## config.mk

```make
export PLATFORM = sky130hd
export DESIGN_NAME = lvd_top
export DESIGN_NICKNAME = d
export VERILOG_FILES = /design/src/core/lvd_top_unused_note_placeholder.sv /design/src/core/lvd_pkg.sv /design/src/core/lvd_sync.sv /design/src/core/lvd_top.sv
export VERILOG_INCLUDE_DIRS = /design/src /design/src/core
export SDC_FILE = /design/constraint.sdc
export NUM_CORES = 1
export LEC_CHECK = 0
export BUFFER_PORTS_ARGS = -buffer_cell sky130_fd_sc_hd__buf_2
export CORE_ASPECT_RATIO = 1.2
export CORE_MARGIN = 4
export CORE_UTILIZATION = 50
export DETAILED_ROUTE_END_ITERATION = 6
export PLACE_DENSITY = 0.77
export SYNTH_ARGS = -nofsm -noshare
export SYNTH_HDL_FRONTEND = slang
export SYNTH_SLANG_ARGS = --single-unit
```

## constraint.sdc

```tcl
create_clock -name clock_in -period 2.2 [get_ports clock_in]
set_clock_uncertainty 0.05 [all_clocks]
set_input_delay 0.33 -clock clock_in [delete_from_list [all_inputs] [get_ports clock_in]]
set_output_delay 0.33 -clock clock_in [all_outputs]
set_load 0.005 [all_outputs]
```

## src/core/lvd_params.svh

```systemverilog
`ifndef LVD_PARAMS_SVH
`define LVD_PARAMS_SVH

// Register byte addresses on the bus
`define LVD_ADDR_CTRL      4'h0
`define LVD_ADDR_IRQ       4'h4
`define LVD_ADDR_OPT       4'h8

// Control register fields
`define LVD_CTRL_STATUS    7
`define LVD_CTRL_FLAG      6
`define LVD_CTRL_WAKE      0

// Interrupt enable, detector on and detect level register fields
`define LVD_IRQ_IE         7
`define LVD_IRQ_ON         6
`define LVD_IRQ_LVL_HI     5
`define LVD_IRQ_LVL_LO     4

// Option view register fields
`define LVD_OPTV_SYSRST    3
`define LVD_OPTV_HALT      2
`define LVD_OPTV_LVR_HI    1
`define LVD_OPTV_LVR_LO    0

// Non-volatile option word
`define LVD_OPT_W          13
`define LVD_OPT_LVR_HI     9
`define LVD_OPT_LVR_LO     8
`define LVD_LVR_OFF        2'h3

// Reset values
`define LVD_LVL_RST        2'h0
`define LVD_LVR_RST        2'h3

// Timing
`define LVD_CLK_PERIOD_NS  100
`define LVD_BROWNOUT_NS    80000
`define LVD_BROWNOUT_CYC   ((`LVD_BROWNOUT_NS + `LVD_CLK_PERIOD_NS - 1) / `LVD_CLK_PERIOD_NS)
`define LVD_RST_PULSE_CYC  16
`define LVD_CNT_W          16

`endif

```

## src/core/lvd_top_unused_note_placeholder.sv

```systemverilog
`timescale 1ns/1ps
`default_nettype none
`default_nettype wire

```

## src/core/lvd_pkg.sv

```systemverilog
`default_nettype none
`include "lvd_params.svh"

package lvd_pkg;

   typedef enum logic [2:0] {
      BO_RUN   = 3'b001,
      BO_HALT  = 3'b010,
      BO_RESET = 3'b100
   } lvd_bo_e;

   typedef struct packed {
      lvd_bo_e                bo;
      logic [`LVD_CNT_W-1:0]  cnt;
      logic [1:0]             lvr_sel;
      logic                   opt_valid;
      logic                   wake_en;
      logic                   irq_en;
      logic                   det_on;
      logic [1:0]             lvl;
      logic                   flag;
      logic                   gie;
      logic                   low_prev;
      logic                   waitreq;
      logic [7:0]             rdata;
      logic                   irq;
      logic                   wake;
      logic                   halt;
      logic                   sys_rst;
   } lvd_state_s;

endpackage

`default_nettype wire

```

## src/core/lvd_sync.sv

```systemverilog
`timescale 1ns/1ps
`default_nettype none

module lvd_sync #(
   parameter int WIDTH = 1
) (
   input  wire logic             clock_in,  // Core clock
   input  wire logic             rst_b_in,  // Async reset, active low
   input  wire logic [WIDTH-1:0] async_in,  // Comparator levels
   output logic      [WIDTH-1:0] sync_out   // Synchronised levels
);

   logic [WIDTH-1:0] meta_q;

   always_ff @(posedge clock_in or negedge rst_b_in) begin
      if (!rst_b_in) begin
         meta_q   <= '0;
         sync_out <= '0;
      end else begin
         meta_q   <= async_in;
         sync_out <= meta_q;
      end
   end

endmodule // lvd_sync

`default_nettype wire

```

## src/core/lvd_top.sv

```systemverilog
`timescale 1ns/1ps
`default_nettype none
`include "lvd_params.svh"

module lvd_top
   import lvd_pkg::*;
#(
   parameter int BO_CYC    = `LVD_BROWNOUT_CYC,
   parameter int PULSE_CYC = `LVD_RST_PULSE_CYC
) (
   input  wire logic                 clock_in,          // Core clock, 10 MHz
   input  wire logic                 rst_b_in,          // Async reset, active low
   input  wire logic [3:0]           address_in,        // Avalon byte address
   input  wire logic                 read_in,           // Avalon read
   input  wire logic                 write_in,          // Avalon write
   input  wire logic [31:0]          writedata_in,      // Avalon write data
   input  wire logic [3:0]           byteenable_in,     // Avalon byte enables
   output logic      [31:0]          readdata_out,      // Avalon read data
   output logic                      waitrequest_out,   // Avalon wait request
   input  wire logic [`LVD_OPT_W-1:0] option_word_in,   // Non-volatile option word
   input  wire logic [3:0]           det_below_in,      // Supply at/below detect level n
   input  wire logic [2:0]           rst_below_in,      // Supply below reset level n
   input  wire logic                 global_irq_on_in,  // Enable-interrupts executed
   input  wire logic                 global_irq_off_in, // Disable-interrupts executed
   output logic                      irq_out,           // Detector interrupt to core
   output logic                      wake_out,          // Wake-up request
   output logic                      halt_out,          // Core halted, clock runs
   output logic                      sys_reset_out      // Full system reset
);

   lvd_state_s s_q;
   lvd_state_s s_d;
   logic [6:0] sync_lv;
   logic [3:0] det_s;
   logic [3:0] rst_s;
   logic       low_now;
   logic       crossing;
   logic       rst_low;
   logic       wr_acc;
   logic       wr_ctrl;
   logic       wr_irq;

   // Comparators are asynchronous to the core clock
   lvd_sync #(.WIDTH(7)) u_sync (
      .clock_in (clock_in),
      .rst_b_in (rst_b_in),
      .async_in ({rst_below_in, det_below_in}),
      .sync_out (sync_lv)
   );

   assign det_s = sync_lv[3:0];
   assign rst_s = {1'b0, sync_lv[6:4]};

   always_comb begin
      s_d = s_q;

      // Option field is a strap: caught once after reset release
      if (!s_q.opt_valid) begin
         s_d.lvr_sel   = option_word_in[`LVD_OPT_LVR_HI:`LVD_OPT_LVR_LO];
         s_d.opt_valid = 1'b1;
      end

      low_now  = s_q.det_on & det_s[s_q.lvl];
      crossing = low_now & ~s_q.low_prev;
      s_d.low_prev = low_now;
      rst_low  = (s_q.lvr_sel != `LVD_LVR_OFF) & rst_s[s_q.lvr_sel];

      // Bus slave: one wait state, answer on the following edge
      s_d.waitreq = 1'b1;
      wr_acc  = write_in & ~s_q.waitreq & byteenable_in[0];
      wr_ctrl = wr_acc & (address_in == `LVD_ADDR_CTRL);
      wr_irq  = wr_acc & (address_in == `LVD_ADDR_IRQ);
      if ((read_in | write_in) & s_q.waitreq) begin
         s_d.waitreq = 1'b0;
         unique case (address_in)
            `LVD_ADDR_CTRL: begin
               s_d.rdata = 8'h00;
               s_d.rdata[`LVD_CTRL_STATUS] = ~low_now;
               s_d.rdata[`LVD_CTRL_FLAG]   = s_q.flag;
               s_d.rdata[`LVD_CTRL_WAKE]   = s_q.wake_en;
            end
            `LVD_ADDR_IRQ: begin
               s_d.rdata = 8'h00;
               s_d.rdata[`LVD_IRQ_IE] = s_q.irq_en;
               s_d.rdata[`LVD_IRQ_ON] = s_q.det_on;
               s_d.rdata[`LVD_IRQ_LVL_HI:`LVD_IRQ_LVL_LO] = s_q.lvl;
            end
            `LVD_ADDR_OPT: begin
               s_d.rdata = 8'h00;
               s_d.rdata[`LVD_OPTV_SYSRST] = s_q.sys_rst;
               s_d.rdata[`LVD_OPTV_HALT]   = s_q.halt;
               s_d.rdata[`LVD_OPTV_LVR_HI:`LVD_OPTV_LVR_LO] = s_q.lvr_sel;
            end
            default: s_d.rdata = 8'h00;
         endcase
      end

      if (wr_ctrl) begin
         s_d.wake_en = writedata_in[`LVD_CTRL_WAKE];
         // Writing 0 clears; writing 1 cannot fake an event
         if (!writedata_in[`LVD_CTRL_FLAG]) begin
            s_d.flag = 1'b0;
         end
      end
      if (wr_irq) begin
         s_d.irq_en = writedata_in[`LVD_IRQ_IE];
         s_d.det_on = writedata_in[`LVD_IRQ_ON];
         s_d.lvl    = writedata_in[`LVD_IRQ_LVL_HI:`LVD_IRQ_LVL_LO];
      end

      // Set beats clear in the same cycle; no sleep gating here
      if (crossing) begin
         s_d.flag = 1'b1;
      end

      if (global_irq_on_in) begin
         s_d.gie = 1'b1;
      end
      if (global_irq_off_in) begin
         s_d.gie = 1'b0;
      end

      // Brown-out timing on the always-running core clock
      unique case (s_q.bo)
         BO_RUN: begin
            s_d.cnt = '0;
            if (rst_low) begin
               s_d.bo   = BO_HALT;
               s_d.halt = 1'b1;
            end
         end
         BO_HALT: begin
            if (!rst_low) begin
               s_d.bo   = BO_RUN;
               s_d.cnt  = '0;
               s_d.halt = 1'b0;
            end else if (s_q.cnt == `LVD_CNT_W'(BO_CYC - 1)) begin
               s_d.bo      = BO_RESET;
               s_d.cnt     = '0;
               s_d.sys_rst = 1'b1;
            end else begin
               s_d.cnt = s_q.cnt + `LVD_CNT_W'(1);
            end
         end
         BO_RESET: begin
            if (s_q.cnt != `LVD_CNT_W'(PULSE_CYC - 1)) begin
               s_d.cnt = s_q.cnt + `LVD_CNT_W'(1);
            end else if (!rst_low) begin
               s_d.bo      = BO_RUN;
               s_d.cnt     = '0;
               s_d.sys_rst = 1'b0;
               s_d.halt    = 1'b0;
            end
         end
         default: begin
            s_d.bo = BO_RUN;
         end
      endcase

      // The reset this block issues clears its control and interrupt fields and gie too; lvr_sel keeps its value
      if (s_q.bo == BO_RESET) begin
         s_d.flag    = 1'b0;
         s_d.wake_en = 1'b0;
         s_d.irq_en  = 1'b0;
         s_d.det_on  = 1'b0;
         s_d.lvl     = `LVD_LVL_RST;
         s_d.gie     = 1'b0;
      end

      s_d.irq  = s_d.flag & s_d.irq_en & s_d.gie;
      s_d.wake = s_d.flag & s_d.wake_en;
   end

   always_ff @(posedge clock_in or negedge rst_b_in) begin
      if (!rst_b_in) begin
         s_q           <= '0;
         s_q.bo        <= BO_RUN;
         s_q.lvr_sel   <= `LVD_LVR_RST;
         s_q.lvl       <= `LVD_LVL_RST;
         s_q.waitreq   <= 1'b1;
      end else begin
         s_q <= s_d;
      end
   end

   assign readdata_out    = {24'h000000, s_q.rdata};
   assign waitrequest_out = s_q.waitreq;
   assign irq_out         = s_q.irq;
   assign wake_out        = s_q.wake;
   assign halt_out        = s_q.halt;
   assign sys_reset_out   = s_q.sys_rst;
endmodule // lvd_top

`default_nettype wire

```

==> metrics.md <==
| Metric | Value |
|---|---|
| WL final | 5747 um |
| RSZ-0062 raised after global routing | false |
| Largest net degree at the start of global routing | 30 |
| Die Ht | 92.54 um |
| Most frequent cells in the layout | dfrtp_1, buf_2, nand2_1 |
| Core ar. | 0.005705 mm2 |
| PD cells | 748.3 mW/mm2 |
| DR WL met3 | 256 um |
| Status | finished, final reports clean |
| Hold Fails Final Rpt | 0 |
| Post-synth cell types | 58 |
| FFs w/ async S/R, synth | 100.0% |
| CTS buffer count | 9 |
| Critical path cell sequence | or3b_1 -> o22a_1 -> a211oi_4 -> buf_4 -> nor2_1 -> buf_4 -> o211ai_1 |
| First-pass detailed-route iteration total | 5 |
| Static Leak | 1.673 nW |
| Insertion delay to the later sink of the worst-skew pair | 0.33 ns |
| Fin area | 0.003457 mm2 |
| I/O Buffers | 37 |
| Final ANT Viol Nets | 0 |
| Synth Area in Simple Gates | 19.96% |
| GRT Residual Overflow | 0 |
| Die Width | 78.45 um |
| Die ar. | 0.007260 mm2 |
| First-pass GRT wire length | 9777 um |
| Initial antenna violation count | 0 |
| DR vias | 2204 |
| Critical path type | flip-flop to flip-flop |
| Arrival time at the worst endpoint | 2.32 ns |
| Critical path data required time | 2.40 ns |
| Worst min-delay path class | input pin to flip-flop |
| CTS tree | built |
| Metal-1 WL | 2417 um |
| Max stage delay on crit path | 0.48 ns |
| Cells after Synth | 289 |
| Cell Area, Placed | 0.003216 mm2 |
| YS warnings | 0 |
| IO Pins | 103 |
| Nets | 410 |
| Root Buffer | clkbuf_8 |
| Vias per Instance | 5.150 |
| Starting Density | 52.19% |
| DP HPWL | 4393 um |
| Post-synth EDFFs | 0 |
| Final min period | 2.123 ns |
| Core Rows | 30 |
| Fraction of layout cells with a size suffix above 1 | 28.45% |
| CTS sink count | 57 |
| Worst path bufs/invs | 2 |
| Commonest non-fill, non-tap cell in the layout | dfrtp_1 |
| Largest family of logic cells by synthesized area | simple AND/OR/NAND/NOR gates |
| Number of synthesized register bits | 57 |
| Main synth FF type | dfrtp_1 |
| P&R area growth vs syn | 16.09% |
| XOR/XNOR Fraction of Synth Area | 0.5882% |
| Setup-failing EPs final | 0 |
| Setup TNS | 0 ns |
| Initial drt markers | 133 |
| Setup crit start kind | flip-flop |
| Tcrit/Tclk final | 96.50% |
| Worst path most repeated cell | buf_4 |
| Post-Synth Adder-Cell Area | 0.4202% |
| Vias in the first global route | 2144 |
| WL/cell | 13.43 um |
| Flop-to-flop setup slack | 0.08 ns |
| CP Capture Type | flip-flop |
| Final GP Congestion | 0.9084 |
| CTS clk-pin slew, worst paths | 0.07 ns |
| Worst Path Max Fanout | 10 |
| DRC Markers | 0 |
| ANT cells | 0 |
| Max VDD drop | 0.3690 mV |
| Share of synthesized area spent on multiplexers | 4.580% |
| Synth Area in Compound Gates | 14.58% |
| Max Used Layer | met4 |
| Synth Cell Area | 0.002978 mm2 |
| Met2 WL | 2964 um |
| Sequential area share after synthesis | 48.07% |
| CP delay by family, top | compound AO/OA/AOI/OAI gates |
| Slew margin rel. | 51.28% |
| Max-cap violations | 0 |
| Highest clock rate | 471.0 MHz |
| Htree depth | 3 |
| Worst path slowest cell | dfrtp_1 |
| Measured slew at the worst slew-check pin | 0.7241 ns |
| Gr usage total | 17.17% |
| Final-report max-slew violation count | 0 |
| Mapped Avg Cell Area | 10.30 um2 |
| Clock tree buffer depth | 2 |
-- cells by family after synthesis --
kind of cell,count (synthesis)
simple gates,111
compound gates,55
fa+ha+maj,1
other cells,2
buf+inv,49
xor+xnor,2
flops,57
mux,12
-- flip-flops by register name, indices dropped and copies added, names as in the netlist --
register	cells
waitrequest_out	1
u_sync.meta_q	7
u_sync.sync_out	7
wake_out	1
irq_out	1
readdata_out	8
sys_reset_out	1
s_q	30
halt_out	1
-- Yosys cell counts (7+ instances only) --
cell / n / area share (%)
and2_1: 7 / 1.5
buf_4: 33 / 8.3
dfrtp_1: 53 / 45
mux2i_1: 8 / 2.7
nand2_1: 32 / 4.0
nand3_1: 8 / 1.3
nor2_1: 18 / 2.3
nor3_1: 10 / 1.7
o21ai_0: 9 / 1.5
o22ai_1: 7 / 1.5
-- metal layers --
| layer | up-vias | global-route usage, % |
|---|---|---|
| met4 | 0 | 7.580 |
| met3 | 8 | 4.767 |
| li1 | 1075 | - |
| met5 | - | 0 |
| met1 | 1063 | 19.99 |
| met2 | 58 | 29.36 |
-- power breakdown --
group / internal [mW] / leakage (nW) / switching (mW)
registers: 1.13 / 0.730 / 0.0594
logic: 0.153 / 0.837 / 0.194
clock network: 0.636 / 0.106 / 0.419
-- final cells by class --
class                           instances  area, um2
Tap cell                               80      100.1
Fill cell                             491       2248
Clock inverter                          7      93.84
Sequential cell                        57       1433
Inverter                                4      15.01
Timing Repair Buffer                   65      401.6
Multi-Input combinational cell        206       1290
Clock buffer                            9      123.9
-- worst paths after layout --
check / start / endpoint / depth (start not counted)
setup reg to reg: s_q[42] / s_q[29] / 7
hold reg to reg: u_sync.meta_q[1] / u_sync.sync_out[1] / 0
setup / recovery: s_q[42] / s_q[29] / 7
hold / removal: rst_below_in[0] / u_sync.meta_q[4] / 1
min in group asynchronous: rst_b_in / readdata_out[6] / 2
max in group asynchronous: rst_b_in / s_q[40] / 3
-- worst reg2reg max path, delay by kind of cell (launching register included) --
kind | cells | cell delay, ns
AO/OA/AOI/OAI | 3 | 0.74
flip-flops | 1 | 0.48
AND/OR/NAND/NOR | 2 | 0.46
buffers and inverters | 2 | 0.31
-- metrics by stage --
stage               instances  hold WS [ns]  power [mW]  worst slack, ns  utilization, %
finish                    428       0.05315       2.587          0.07697           60.59
CTS                       427       0.03300       2.615          0.05444           60.35
floorplan                 312      -0.01559       1.449           0.2617               -
global route              428       0.03210       2.732         0.007531           60.59
global placement          410        0.2831       1.533          0.08396           56.36
detailed placement        410        0.2847       1.544          0.07666           56.36
-- repair_timing --
action                     4_1_cts  5_1_grt
setup endpoints to repair        0        5
hold endpoints to repair        24        0
gates resized for setup          0        3
setup buffers                    0        1
hold buffers                     1        0
(Power assumes the default switching activity.)
